`config.mk`:
```
export PLATFORM = sky130hd
export DESIGN_NAME = pm_smi_sci_event_route
export DESIGN_NICKNAME = d
export VERILOG_FILES = /design/src/core/pm_event_pkg.sv /design/src/core/pm_smi_sci_event_route.sv /design/src/core/io_range_watch.sv
export SDC_FILE = /design/constraint.sdc
export NUM_CORES = 1
export LEC_CHECK = 0
export BUFFER_PORTS_ARGS = -buffer_cell sky130_fd_sc_hd__clkbuf_2
export CAP_MARGIN = 20
export CORE_UTILIZATION = 28
export DETAILED_ROUTE_END_ITERATION = 6
export PLACE_DENSITY = 0.53
export SLEW_MARGIN = 30
export SYNTH_ARGS = -nofsm -noshare
export SYNTH_HDL_FRONTEND = slang
export SYNTH_SLANG_ARGS = --single-unit
```
`constraint.sdc`:
```
create_clock -name clk -period 9.55 [get_ports clk]
set_input_delay 1.91 -clock clk [delete_from_list [all_inputs] [get_ports clk]]
set_output_delay 1.91 -clock clk [all_outputs]
set_load 0.005 [all_outputs]
```
`src/core/pm_event_pkg.sv`:
```
// Package with offsets, field layouts and reset values for the event router.
package pm_event_pkg;

  // ==========================================================================
  // Configuration space offsets (byte addresses)
  // ==========================================================================
  localparam logic [7:0] CFG_ROUTING_OFS   = 8'hB8;
  localparam logic [7:0] CFG_WATCH_ONE_OFS = 8'hC4;
  localparam logic [7:0] CFG_WATCH_TWO_OFS = 8'hC6;
  localparam logic [7:0] CFG_WATCH_MSK_OFS = 8'hCC;

  // ==========================================================================
  // Fixed I/O addresses of the APM ports
  // ==========================================================================
  localparam logic [15:0] APM_CMD_ADDR     = 16'h00B2;
  localparam logic [15:0] APM_SCRATCH_ADDR = 16'h00B3;

  // ==========================================================================
  // Field layouts and reset values
  // ==========================================================================
  localparam int          NUM_INPUTS       = 16;
  localparam int          MASK_BITS        = 4;
  localparam int          WATCH_ONE_MSK_LO = 0;
  localparam int          WATCH_TWO_MSK_LO = 4;
  // Set bits mark inputs whose routing field is implemented.
  localparam logic [15:0] ROUTE_IMPL       = 16'h3BE3;
  localparam logic [31:0] ROUTING_RESET    = 32'h0000_0000;
  localparam logic [15:0] WATCH_RESET      = 16'h0000;
  localparam logic [15:0] WATCH_MSK_VALID  = 16'h00FF;
  localparam logic [7:0]  APM_RESET        = 8'h00;

  // Two-bit routing codes.
  typedef enum logic [1:0] {
    ROUTE_NONE = 2'h0,
    ROUTE_SMI  = 2'h1,
    ROUTE_SCI  = 2'h2,
    ROUTE_RSVD = 2'h3
  } route_code_t;

endpackage : pm_event_pkg

```
`src/core/pm_smi_sci_event_route.sv`:
```
// Power-management event routing: input routing, I/O watch and APM ports.
//
// Contract
// - Each input owns two routing bits; 00 none, 01 SMI, 10 SCI, 11 reserved.
// - Routed input fires only on status rising with its event enable set.
// - A pin not configured as input ignores its routing field.
// - In sleep S1-S5 an enabled input event wakes regardless of routing.
// - Routing fields for inputs 2,3,4,10,14,15 are reserved and never route.
// - Range one base matches I/O accesses and raises SMI when enabled.
// - Range two base matches I/O accesses and raises SMI when enabled.
// - A monitor hit only signals; the I/O cycle is never trapped or held.
// - Mask bits 3:0 exclude low address bits for range one.
// - Mask bits 7:4 do likewise for range two; bits 15:8 reserved.
// - APM ports sit fixed at B2h and B3h, decoded only when enabled.
// - A write to B2h latches the byte and raises SMI when enabled.
// - The B3h scratch port changes only by its own write or reset.
module pm_smi_sci_event_route (
  input  wire logic        clk,
  input  wire logic        rst,
  // Configuration space access.
  input  wire logic        cfg_wr,
  input  wire logic        cfg_rd,
  input  wire logic [7:0]  cfg_addr,
  input  wire logic [31:0] cfg_wdata,
  input  wire logic [3:0]  cfg_be,
  output logic [31:0]      cfg_rdata,
  // Processor I/O cycles, one-cycle strobes.
  input  wire logic        io_wr,
  input  wire logic        io_rd,
  input  wire logic [15:0] io_addr,
  input  wire logic [7:0]  io_wdata,
  output logic [7:0]       io_rdata,
  output logic             io_claim,
  // Control bits held elsewhere.
  input  wire logic        apm_port_decode_enable,
  input  wire logic        apm_command_irq_enable,
  input  wire logic        watch_one_irq_enable,
  input  wire logic        watch_two_irq_enable,
  input  wire logic        sleeping,
  // General-purpose inputs.
  input  wire logic [15:0] input_event_status,
  input  wire logic [15:0] input_event_enable,
  input  wire logic [15:0] pin_is_input,
  // Event requests, one-cycle pulses, and the latched APM command byte.
  output logic             sys_mgmt_irq,
  output logic             acpi_ctrl_irq,
  output logic             wake_event,
  output logic [7:0]       apm_command_value
);

  // ==========================================================================
  // Register state
  // ==========================================================================
  logic [31:0] routing_q,    routing_d;
  logic [15:0] base_one_q,   base_one_d;
  logic [15:0] base_two_q,   base_two_d;
  logic [15:0] watch_msk_q,  watch_msk_d;
  logic [7:0]  apm_cmd_q,    apm_cmd_d;
  logic [7:0]  apm_scr_q,    apm_scr_d;
  logic [15:0] status_prev_q, status_prev_d;
  logic        smi_q,        smi_d;
  logic        sci_q,        sci_d;
  logic        wake_q,       wake_d;
  logic [7:0]  io_rdata_q,   io_rdata_d;
  logic [31:0] cfg_rdata_q,  cfg_rdata_d;
  logic        hit_one;
  logic        hit_two;
  logic        io_valid;
  logic [15:0] rise;
  logic [15:0] route_smi;
  logic [15:0] route_sci;
  logic [31:0] route_keep;
  logic        apm_cmd_hit;
  logic        apm_scr_hit;

  // Mask field positions inside the watch mask register.
  localparam int WATCH_ONE_LO = pm_event_pkg::WATCH_ONE_MSK_LO;
  localparam int WATCH_TWO_LO = pm_event_pkg::WATCH_TWO_MSK_LO;

  assign io_valid = io_wr || io_rd;

  // ==========================================================================
  // I/O monitor comparators
  // ==========================================================================
  io_range_watch u_watch_one (
    .base     (base_one_q),
    .low_mask (watch_msk_q[WATCH_ONE_LO +: 4]),
    .io_addr  (io_addr),
    .io_valid (io_valid),
    .hit      (hit_one)
  );

  io_range_watch u_watch_two (
    .base     (base_two_q),
    .low_mask (watch_msk_q[WATCH_TWO_LO +: 4]),
    .io_addr  (io_addr),
    .io_valid (io_valid),
    .hit      (hit_two)
  );

  // ==========================================================================
  // Per-input routing decode
  // ==========================================================================
  assign rise = input_event_status & ~status_prev_q;

  for (genvar n = 0; n < pm_event_pkg::NUM_INPUTS; n++) begin : g_route
    logic armed;
    // Only implemented, input-configured pins with a new enabled event route.
    assign armed = pm_event_pkg::ROUTE_IMPL[n]
                   && pin_is_input[n]
                   && rise[n] && input_event_enable[n];
    assign route_smi[n] = armed && (routing_q[2*n +: 2] ==
                          pm_event_pkg::ROUTE_SMI);
    assign route_sci[n] = armed && (routing_q[2*n +: 2] ==
                          pm_event_pkg::ROUTE_SCI);
    // Reserved bit pairs are kept at zero on every write.
    assign route_keep[2*n +: 2] = {2{pm_event_pkg::ROUTE_IMPL[n]}};
  end

  // ==========================================================================
  // APM port decode
  // ==========================================================================
  assign apm_cmd_hit = apm_port_decode_enable
                       && (io_addr == pm_event_pkg::APM_CMD_ADDR);
  assign apm_scr_hit = apm_port_decode_enable
                       && (io_addr == pm_event_pkg::APM_SCRATCH_ADDR);

  // Monitor hits never claim a cycle; only the APM ports are claimed.
  assign io_claim = io_valid && (apm_cmd_hit || apm_scr_hit);

  // ==========================================================================
  // Configuration registers
  // ==========================================================================
  // Byte-enabled configuration writes. Reserved bits are forced to zero on
  // every write, so software never reads back a field that does not exist.
  always_comb begin
    routing_d   = routing_q;
    base_one_d  = base_one_q;
    base_two_d  = base_two_q;
    watch_msk_d = watch_msk_q;
    if (cfg_wr) begin
      unique case (cfg_addr)
        pm_event_pkg::CFG_ROUTING_OFS: begin
          for (int b = 0; b < 4; b++) begin
            if (cfg_be[b]) begin
              routing_d[8*b +: 8] = cfg_wdata[8*b +: 8];
            end
          end
          // Unimplemented fields stay zero.
          routing_d = routing_d & route_keep;
        end
        pm_event_pkg::CFG_WATCH_ONE_OFS: begin
          // Base two shares this word through byte lanes 2 and 3.
          if (cfg_be[0]) begin
            base_one_d[7:0] = cfg_wdata[7:0];
          end
          if (cfg_be[1]) begin
            base_one_d[15:8] = cfg_wdata[15:8];
          end
          if (cfg_be[2]) begin
            base_two_d[7:0] = cfg_wdata[23:16];
          end
          if (cfg_be[3]) begin
            base_two_d[15:8] = cfg_wdata[31:24];
          end
        end
        pm_event_pkg::CFG_WATCH_MSK_OFS: begin
          // Only byte lane 0 carries mask bits; the upper byte is reserved.
          if (cfg_be[0]) begin
            watch_msk_d[7:0] = cfg_wdata[7:0];
          end
          watch_msk_d = watch_msk_d
                        & pm_event_pkg::WATCH_MSK_VALID;
        end
        default: begin
        end
      endcase
    end
  end

  // Configuration registers; reset clears every field.
  always_ff @(posedge clk or posedge rst) begin
    if (rst) begin
      routing_q   <= pm_event_pkg::ROUTING_RESET;
      base_one_q  <= pm_event_pkg::WATCH_RESET;
      base_two_q  <= pm_event_pkg::WATCH_RESET;
      watch_msk_q <= pm_event_pkg::WATCH_RESET;
    end else begin
      routing_q   <= routing_d;
      base_one_q  <= base_one_d;
      base_two_q  <= base_two_d;
      watch_msk_q <= watch_msk_d;
    end
  end

  // ==========================================================================
  // APM command and scratch ports
  // ==========================================================================
  // Each port takes the byte of a decoded I/O write and nothing else, so
  // neither a monitor hit nor an input event can disturb it.
  always_comb begin
    apm_cmd_d = apm_cmd_q;
    apm_scr_d = apm_scr_q;
    if (io_wr && apm_cmd_hit) begin
      apm_cmd_d = io_wdata;
    end
    if (io_wr && apm_scr_hit) begin
      apm_scr_d = io_wdata;
    end
  end

  // Port registers; reset returns them to zero.
  always_ff @(posedge clk or posedge rst) begin
    if (rst) begin
      apm_cmd_q <= pm_event_pkg::APM_RESET;
      apm_scr_q <= pm_event_pkg::APM_RESET;
    end else begin
      apm_cmd_q <= apm_cmd_d;
      apm_scr_q <= apm_scr_d;
    end
  end

  // ==========================================================================
  // Read data
  // ==========================================================================
  // Read data is zero unless a read strobe selects a register, so a stale
  // value can never be taken for an answer. It stands for one cycle.
  always_comb begin
    cfg_rdata_d = 32'h0000_0000;
    io_rdata_d  = 8'h00;
    if (cfg_rd) begin
      unique case (cfg_addr)
        pm_event_pkg::CFG_ROUTING_OFS: begin
          cfg_rdata_d = routing_q;
        end
        pm_event_pkg::CFG_WATCH_ONE_OFS: begin
          cfg_rdata_d = {base_two_q, base_one_q};
        end
        pm_event_pkg::CFG_WATCH_MSK_OFS: begin
          cfg_rdata_d = {16'h0000, watch_msk_q};
        end
        default: begin
          cfg_rdata_d = 32'h0000_0000;
        end
      endcase
    end
    if (io_rd && apm_cmd_hit) begin
      io_rdata_d = apm_cmd_q;
    end else if (io_rd && apm_scr_hit) begin
      io_rdata_d = apm_scr_q;
    end
  end

  // Read data registers.
  always_ff @(posedge clk or posedge rst) begin
    if (rst) begin
      cfg_rdata_q <= 32'h0000_0000;
      io_rdata_q  <= 8'h00;
    end else begin
      cfg_rdata_q <= cfg_rdata_d;
      io_rdata_q  <= io_rdata_d;
    end
  end

  // ==========================================================================
  // Event requests
  // ==========================================================================
  // Requests are single-cycle pulses. A strobe lasts one cycle, so each
  // matching access yields exactly one request, even when both ranges hit.
  always_comb begin
    status_prev_d = input_event_status;
    smi_d = (|route_smi)
            || (hit_one && watch_one_irq_enable)
            || (hit_two && watch_two_irq_enable)
            || (io_wr && apm_cmd_hit
                && apm_command_irq_enable);
    sci_d = |route_sci;
    // Sleep wake ignores the routing code and the unimplemented fields.
    wake_d = sleeping
             && |(rise & input_event_enable & pin_is_input);
  end

  // Event pulse registers and the previous status level.
  always_ff @(posedge clk or posedge rst) begin
    if (rst) begin
      status_prev_q <= 16'h0000;
      smi_q         <= 1'b0;
      sci_q         <= 1'b0;
      wake_q        <= 1'b0;
    end else begin
      status_prev_q <= status_prev_d;
      smi_q         <= smi_d;
      sci_q         <= sci_d;
      wake_q        <= wake_d;
    end
  end

  // ==========================================================================
  // Outputs
  // ==========================================================================
  // Outputs other than io_claim come straight from flip-flops.
  assign sys_mgmt_irq      = smi_q;
  assign acpi_ctrl_irq     = sci_q;
  assign wake_event        = wake_q;
  assign apm_command_value = apm_cmd_q;
  assign io_rdata          = io_rdata_q;
  assign cfg_rdata         = cfg_rdata_q;

endmodule : pm_smi_sci_event_route

```
`src/core/io_range_watch.sv`:
```
// One I/O monitor range comparator with a four-bit low mask.
module io_range_watch (
  input  wire logic [15:0] base,
  input  wire logic [3:0]  low_mask,
  input  wire logic [15:0] io_addr,
  input  wire logic        io_valid,
  output logic             hit
);

  logic [15:0] care;

  // Masked low bits are excluded; all other bits must match.
  always_comb begin
    care = {12'hFFF, ~low_mask};
    hit  = io_valid && (((io_addr ^ base) & care) == 16'h0000);
  end

endmodule : io_range_watch

```
==> results of run 1 <==
==> sequential cells by signal, indices dropped and copies added (netlist names) <==
register and cells:
base_two_q 16, watch_msk_q 8, sys_mgmt_irq 1, apm_scr_q 8
io_rdata 8, acpi_ctrl_irq 1, routing_q 20, cfg_rdata 32
base_one_q 16, status_prev_q 16, wake_event 1, apm_command_value 8
==> cell type report <==
type                       count  area [um2]
clock inverter                14         199
inverter                       1        8.76
multi-input combinational    273        2390
fill                        2007       12600
tap                          270         338
timing repair buffer         182         921
clock buffer                  18         439
antenna                        1        2.50
sequential                   135        3380
==> cells in the final DEF (no fill, tap or decap), types with 2 or more instances in the layout <==
cell        instances
clkbuf_2          178
dfrtp_1           135
mux2_2             68
nor2b_1            24
xnor2_1            24
nor3b_1            21
a22oi_1            20
nand4b_1           17
clkbuf_16          17
nor2_1             12
nand4_1             9
nand3_1             8
and3_1              8
a22o_1              8
xor2_1              8
mux2_4              8
nor4_1              6
a222oi_1            4
nand3_2             4
clkinvlp_4          4
bufinv_16           4
buf_4               4
inv_6               3
clkinv_4            3
nand2_1             2
or4_4               2
nor4_4              2
or4_1               2
o21ai_0             2
o22ai_1             2
==> metrics by stage <==
| stage | setup slack, ps | hold WS [ps] | area [um2] | total power, mW |
|---|---|---|---|---|
| finish | 4110 | 485 | 7670 | 1.37 |
| detailed placement | 4100 | 475 | 7030 | 0.682 |
| floorplan | 4030 | 460 | 5810 | 0.634 |
| global route | 4030 | 499 | 7670 | 1.43 |
| global placement | 4130 | 477 | 7030 | 0.680 |
| CTS | 4100 | 485 | 7670 | 1.39 |
==> power groups by stage <==
stage / clock [mW] / sequential, mW / combinational, mW
detailed placement: 0 / 0.602 / 0.0801
CTS: 0.717 / 0.592 / 0.0804
global placement: 0 / 0.602 / 0.0783
finish: 0.702 / 0.592 / 0.0782
floorplan: 0 / 0.599 / 0.0350
global route: 0.745 / 0.593 / 0.0875
==> cells in the mapped netlist, drive strengths merged (8+ instances only) <==
master	n	area share, %
mux2	76	15
a22oi	20	2.6
nor3b	21	2.7
clkbuf	8	0.52
dfrtp	135	58
and3	9	0.99
nor2	14	1.3
xor2	8	1.2
nor2b	24	2.6
xnor2	24	3.6
nand3	13	1.7
nand4b	17	2.6
nor4	8	1.2
a22o	8	1.2
nand4	9	0.97
==> cells by family (layout without fill, tap and decap cells) <==
family | Yosys count | after routing | share of synthesized area [%]
buf+inv | 12 | 215 | 0.862
mux | 76 | 76 | 15.3
simple gates | 125 | 125 | 15.5
flops | 135 | 135 | 58.2
other cells | 0 | 1 | 0
compound gates | 40 | 40 | 5.39
xor+xnor | 32 | 32 | 4.83
==> path summary, 6_finish.rpt <==
kind / start / cells after the start / slack [ps] / endpoint
worst min-delay path: apm_scr_q[1] / 1 / 480 / io_rdata[1]
max in group asynchronous: rst / 3 / 6670 / routing_q[19]
worst max-delay path: io_addr[8] / 5 / 4110 / io_claim
min in group asynchronous: rst / 2 / 1580 / cfg_rdata[0]
worst max register to register: status_prev_q[11] / 5 / 7630 / sys_mgmt_irq
worst min register to register: apm_scr_q[1] / 1 / 480 / io_rdata[1]
==> routing by layer <==
metal	vias up	global-route usage, %
li1	1946	-
met1	2099	22.1
met2	131	26.4
met3	24	3.91
met4	0	6.88
met5	-	0
==> worst max-delay path, delay by kind of cell <==
family,cells,cell delay [ps]
AOI/OAI and AO/OA,1,210
buffers and inverters,2,220
and+or+nand+nor,2,1190
==> impl_metrics.ini, run 1 <==
[synth]
ys_async_sr_fraction_pct = 100
syn_inst = 420
synth_flop_cell = dfrtp_1
yosysWarnings = 0
synth.avg_cell_area_um2 = 13.8
seq_area_frac_synth_pct = 58.2
ys_types = 41
synthesis.area_mm2 = 0.00581
ys_ff_latch = 135
synth-edff-count = 0
syn_nets = 547

[sta]
period_share_pct = 57.0
relSlewSlack_pct = 43.5
rsz0062_at_grt = false
skew_ps = 6.81
fin_tns_setup_ps = 0
finalSetupViolCount = 0
worstMarginPinSlew_ps = 847
period_needed_ps = 5440
hold_viol = 0
fmax_mhz = 184
maxSlewViolCount = 0

[power_and_ir_drop]
p_int_mw = 1.07
powerDensity_mw_per_mm2 = 179
swShare_pct = 22.3
power_frac_clock_pct = 51.1
pwr-share-comb_pct = 5.7
p_leak_nw = 3.78
p_switching_mw = 0.306
power_frac_seq_pct = 43.2
ir_worst_vdd_uv = 118

[global_route]
grt_overflow = 0
grt_start_max_net_pins = 71
grt_pass1_wl_um = 26800
track_usage_pct = 16.7
antenna_found_initial = 1
grt_pass1_vias = 4694

[routing]
wl_per_cell_um = 19.0
dr_wl_met3_um = 823
drtPass1Iterations = 4
drc_errors = 0
via_per_inst = 4.70
met1Wirelength_um = 7820
drt-total-wl_um = 16900
drt_iter0_markers = 173
route.vias.total = 4200
routed-wl-met2_um = 7910
route.antenna.remaining_nets = 0
highest_layer = met4

[floorplanning]
initial_core_util_pct = 28.6
die-area_mm2 = 0.0213
die_w_um = 146
rows = 52
ios = 179
coreArea_mm2 = 0.0203
die_h_um = 146

[critical_path]
cp_slowest_cell = nor4_4
critical_path.endpoint_type = primary output
critPathMaxFanout = 6
worstPathCellList = clkbuf_2 > or4_4 > nor4_4 > o21a_1 > clkbuf_2
critPathMaxStageDelay_ps = 630
cp-start-kind = input port
required_ps = 7640
cp_common_cell = clkbuf_2
cp.arrival_ps = 3530
crit_type = input port to primary output

[cts]
cts_tree = done
cts_inserted_buffers = 17
cts_setup_buffers = 0
clk_pin_slew_ps = 60
cts_root_buf = clkbuf_16
cts_num_sinks = 135
clk_latency_ps = 410
cts_hold_buffers = 0
post_cts_resized = 0
clock_path_buffers = 2
h-tree-depth = 4

[outcome]
status = completed

[hold_path]
hp-class = register to register

[finish]
final_util_pct = 37.8
syn2layout_area_growth_pct = 32.1
final_layout_size_suffix_gt1_share_pct = 49.0
nets = 737
fin_cells = 894

[placement]
gp_congestion = 0.794
io_buffers = 178
placed_cells = 861
dp_hpwl_um = 13000

[flow_run]
drv_cap = 0
(Power assumes the default switching activity.)
==> run 2: changes to the inputs <==
==> constraint.sdc (replaced) <==
create_clock -name clk -period 5.2 [get_ports clk]
set_input_delay 1.04 -clock clk [delete_from_list [all_inputs] [get_ports clk]]
set_output_delay 1.04 -clock clk [all_outputs]
set_load 0.005 [all_outputs]
==> run 2 against run 1 <==
Net effect: routed wire length down 0.28%; final cell count unchanged; global-route usage about the same; clock power up 54%; first-iteration DRC count up 12%; die area unchanged; sequential share of layout area up 0.63 points; critical endpoint unchanged; largest power group is now sequential cells; highest routed layer unchanged.
==> impl_metrics.ini, run 2 (synthesis gave the netlist of run 1 again) <==
[outcome]
status = completed

[sta]
maxSlewViolCount = 0
finalSetupViolCount = 0
hold_viol = 0
skew_ps = 7.41
fin_tns_setup_ps = 0
rsz0062_at_grt = false
relSlewSlack_pct = 53.6
worstMarginPinSlew_ps = 695
period_share_pct = 70.4
period_needed_ps = 3660
fmax_mhz = 273

[finish]
final_layout_size_suffix_gt1_share_pct = 48.6
nets = 737
final_common_cell = clkbuf_2
most-common-layout-cells = clkbuf_2, dfrtp_1, mux2_2, nor2b_1, xnor2_1
largest_reg_flops = 32
final_util_pct = 37.3
syn2layout_area_growth_pct = 30.3

[global_route]
antenna_found_initial = 1
grt_pass1_vias = 4618
grt_start_max_net_pins = 101
track_usage_pct = 16.7
grt_overflow = 0
grt_pass1_wl_um = 26500

[routing]
drt_iter0_markers = 193
route.antenna.remaining_nets = 0
drt-total-wl_um = 16900
route.vias.total = 4194
via_per_inst = 4.69
drc_errors = 0
drtPass1Iterations = 5
wl_per_cell_um = 18.9

[power_and_ir_drop]
p_leak_nw = 3.74
ir_worst_vdd_uv = 214
powerDensity_mw_per_mm2 = 305

[placement]
io_buffers = 178
gp_congestion = 0.821
dp_hpwl_um = 12900

[floorplanning]
coreArea_mm2 = 0.0203
die_w_um = 146
die-area_mm2 = 0.0213
ios = 179
initial_core_util_pct = 28.6
die_h_um = 146
rows = 52

[cts]
clk_pin_slew_ps = 60
cts_root_buf = clkbuf_16
clk_latency_ps = 420
post_cts_resized = 0
cts_num_sinks = 135
cts_setup_buffers = 0
h-tree-depth = 4
cts_tree = done
cts_inserted_buffers = 17
clock_path_buffers = 2
cts_hold_buffers = 0

[critical_path]
critPathMaxFanout = 6
cp-start-kind = input port
critical_path.endpoint_type = primary output
required_ps = 4160
crit_type = input port to primary output
cp.arrival_ps = 2620

[hold_path]
hp-class = register to register

[flow_run]
drv_cap = 0
[run 2: final timing paths]
path | startpoint | endpoint | slack [ps] | cells past startpoint
max | io_addr[8] | io_claim | 1540 | 5
min | apm_scr_q[2] | io_rdata[2] | 490 | 1
max reg2reg | status_prev_q[1] | sys_mgmt_irq | 3240 | 5
min reg2reg | apm_scr_q[2] | io_rdata[2] | 490 | 1
max in group asynchronous | rst | cfg_rdata[23] | 3480 | 3
min in group asynchronous | rst | io_rdata[5] | 740 | 2
[run 2: metrics by stage]
step	power [mW]	instances	hold WS, ps	setup slack, ps	cell area [um2]
floorplan	1.16	420	460	549	5810
finish	2.31	894	495	1540	7570
CTS	2.34	893	496	1510	7560
global route	2.41	894	519	1410	7570
global placement	1.25	861	477	1510	7030
detailed placement	1.25	861	482	1510	7030
[run 2: cell type report]
| type | count | area (um2) |
|---|---|---|
| Clock buffer | 20 | 447 |
| Timing Repair Buffer | 182 | 921 |
| Antenna cell | 1 | 2.50 |
| Inverter | 1 | 11.3 |
| Tap cell | 270 | 338 |
| Clock inverter | 12 | 81.3 |
| Sequential cell | 135 | 3380 |
| Fill cell | 2009 | 12700 |
| Multi-Input combinational cell | 273 | 2390 |
[run 2: where the power goes]
group	leakage (nW)	internal [mW]	total [mW]	switching, mW
Sequential	1.84	1.07	1.09	0.0162
Clock	0.252	0.618	1.08	0.461
Combinational	1.64	0.0679	0.144	0.0757
Total	3.74	1.76	2.31	0.553
[run 2: routing by layer]
layer  vias to the layer above  GRT usage [%]  part of all wire [%]
met5                         -              0                     0
met4                         0           5.42                   1.3
met3                        14           4.66                   5.3
met2                       128           26.7                    47
met1                      2105           21.9                    47
li1                       1947              -                     -
[run 2: worst max-delay path: stages]
cell and delay (ps):
clkbuf_2 120, or4_4 560, nor4_4 580, o21a_1 210, clkbuf_2 110
==> run 3: changes to the inputs <==
--- a/config.mk
+++ b/config.mk
@@ -5,11 +5,12 @@
 export SDC_FILE = /design/constraint.sdc
 export NUM_CORES = 1
 export LEC_CHECK = 0
+export ABC_AREA = 1
 export BUFFER_PORTS_ARGS = -buffer_cell sky130_fd_sc_hd__clkbuf_2
 export CAP_MARGIN = 20
 export CORE_UTILIZATION = 28
 export DETAILED_ROUTE_END_ITERATION = 6
-export PLACE_DENSITY = 0.53
+export PLACE_DENSITY = 0.52
 export SLEW_MARGIN = 30
 export SYNTH_ARGS = -nofsm -noshare
 export SYNTH_HDL_FRONTEND = slang
==> constraint.sdc (replaced) <==
create_clock -name clk -period 3.4 [get_ports clk]
set_input_delay 0.68 -clock clk [delete_from_list [all_inputs] [get_ports clk]]
set_output_delay 0.68 -clock clk [all_outputs]
set_load 0.005 [all_outputs]
==> run 3 against run 2 <==
Net effect: non-clock buffer count fell by 3; power grew 60%; hold slack lost 110 ps; clock skew is 3.1 ps higher; sequential power grew 52%; setup slack got worse by 610 ps; synthesized cell count up 92%; first-iteration DRC count grew 56%; clock-buffer cell count fell by 2; critical endpoint unchanged; largest power group is now clock; highest routed layer unchanged.
==> impl_metrics.ini, run 3 <==
[synth]
ys_async_sr_fraction_pct = 100
synth_area_leaders = dfrtp_1, nand2_1, inv_1
synthSimpleGateAreaFrac_pct = 27.4
synth_commonest_cells = nand2_1, inv_1, dfrtp_1
yosysWarnings = 0
synth.avg_cell_area_um2 = 8.08
yosys.cell_count.top_type = nand2_1
syn_nets = 935
ys_ff_latch = 135
synthXorXnorAreaFrac_pct = 0.402
synth.top_cell.area_share_pct = 51.7
syn_inst = 808
synth_compound_area_share_pct = 9.94
seq_area_frac_synth_pct = 51.7
ys_types = 38
synthMuxAreaShare_pct = 0
synthAdderAreaFrac_pct = 0
synth-edff-count = 0
synth_flop_cell = dfrtp_1
synth_top_family_by_area = simple AND/OR/NAND/NOR gates
synth_top_area_cell = dfrtp_1
synthesis.area_mm2 = 0.00653

[finish]
nets = 1118
syn2layout_area_growth_pct = 26.4
n_antenna_cell = 0
final_util_pct = 36.3
largest_reg_flops = 32
final_common_cell = nand2_1
most-common-layout-cells = nand2_1, clkbuf_2, inv_1, dfrtp_1, nor2_1
final_layout_size_suffix_gt1_share_pct = 27.1

[critical_path]
critPathMaxFanout = 5
critical_path.endpoint_type = primary output
crit_type = input port to primary output
cp.arrival_ps = 1790
required_ps = 2720
cp-start-kind = input port
r2r_slack_ps = 2100

[cts]
cts_num_sinks = 135
clk_pin_slew_ps = 60
post_cts_resized = 0
cts_root_buf = clkbuf_16
clock_path_buffers = 2
cts_tree = done
cts_hold_buffers = 0
clk_latency_ps = 420
cts_setup_buffers = 0
cts_inserted_buffers = 17
h-tree-depth = 4

[global_route]
grt_start_max_net_pins = 136
gr-usage-met2_pct = 27.5
grt_pass1_vias = 5500
track_usage_pct = 16.5
grt_overflow = 0
grtUsageMet1_pct = 21.5
use_met3_pct = 3.73
busiest_layer = met2
antenna_found_initial = 0
grt_pass1_wl_um = 29800

[power_and_ir_drop]
power_frac_clock_pct = 48.0
swShare_pct = 25.1
p_leak_nw = 4.43
powerDensity_mw_per_mm2 = 448
ir_worst_vdd_uv = 291
power_frac_seq_pct = 45.0
p_int_mw = 2.77
p_switching_mw = 0.929
pwr-share-comb_pct = 7.0

[routing]
route.vias.total = 5492
via_per_inst = 4.17
wl_per_cell_um = 14.1
drtPass1Iterations = 7
route.antenna.remaining_nets = 0
drc_errors = 0
drt_iter0_markers = 301
drt-total-wl_um = 18600

[floorplanning]
die-area_mm2 = 0.0239
initial_core_util_pct = 28.7
die_w_um = 155
die_h_um = 155
ios = 179
coreArea_mm2 = 0.0228
rows = 55

[sta]
relSlewSlack_pct = 45.8
period_needed_ps = 2470
skew_ps = 10.5
fmax_mhz = 405
worstMarginPinSlew_ps = 813
hold_viol = 0
period_share_pct = 72.6
fin_tns_setup_ps = 0
maxSlewViolCount = 0
rsz0062_at_grt = false
finalSetupViolCount = 0

[hold_path]
hp-class = input port to register

[placement]
gp_congestion = 0.826
io_buffers = 178
dp_hpwl_um = 14300

[outcome]
status = completed

[flow_run]
drv_cap = 0
## run 3: cell types whose count changed in the layout (fill, tap and decap cells not counted), sizes merged, moves of 17 or more
| cell | before | now |
|---|---|---|
| a21oi | 0 | 29 |
| a22oi | 20 | 0 |
| inv | 1 | 147 |
| mux2 | 76 | 0 |
| nand2 | 3 | 271 |
| nand3 | 13 | 30 |
| nand4b | 17 | 0 |
| nor2 | 14 | 72 |
| nor2b | 24 | 0 |
| nor3b | 21 | 1 |
| o21ai | 2 | 71 |
| xnor2 | 24 | 3 |
## run 3: worst paths after layout
path,startpoint,endpoint,cells past startpoint
setup / recovery,io_addr[9],io_claim,7
hold / removal,input_event_status[14],status_prev_q[14],1
setup reg to reg,status_prev_q[0],acpi_ctrl_irq,5
hold reg to reg,routing_q[1],routing_q[1],2
max in group asynchronous,rst,cfg_rdata[6],3
min in group asynchronous,rst,cfg_rdata[9],3
## run 3: critical path, cell delays in order
cell      delay (ps)
clkbuf_2         100
inv_1            100
nand4_1          170
nor2_4           230
nand2_1          150
nor4_1           180
clkbuf_2         170
## run 3: through the flow
stage	cells	power [mW]	hold slack [ps]	worst slack, ps	area, um2
floorplan	808	1.81	453	1040	6540
global placement	1285	1.95	468	948	7700
detailed placement	1285	1.96	477	919	7700
CTS	1316	3.75	366	915	8260
global route	1316	3.84	361	798	8260
finish	1316	3.70	381	931	8260
## run 3: cell families (layout without fill, tap and decap cells)
kind of cell           count (synthesis)  after routing
flip-flops                           135            135
AO/OA/AOI/OAI                        109            109
XOR/XNOR                               3              3
AND/OR/NAND/NOR                      402            402
buffers and inverters                159            354
## run 3: layer usage
layer	wire length, um	vias to the layer above
li1	-	2863
met1	8670	2503
met2	8980	114
met3	765	12
met4	168	0
met5	0	-
## run 3: cell type report
| cell class | instances | area [um2] |
|---|---|---|
| inverters | 144 | 549 |
| clock buffers | 18 | 439 |
| fillers | 2422 | 14500 |
| multi-input cells | 514 | 2470 |
| repair buffers | 179 | 911 |
| well taps | 313 | 392 |
| flip-flops and latches | 135 | 3380 |
| clock inverters | 13 | 121 |
## run 3: power by group through the flow
stage	Sequential, mW	Clock, mW	Combinational [mW]
floorplan	1.68	0	0.130
global placement	1.69	0	0.263
detailed placement	1.69	0	0.265
CTS	1.66	1.82	0.267
global route	1.66	1.88	0.300
finish	1.66	1.77	0.260
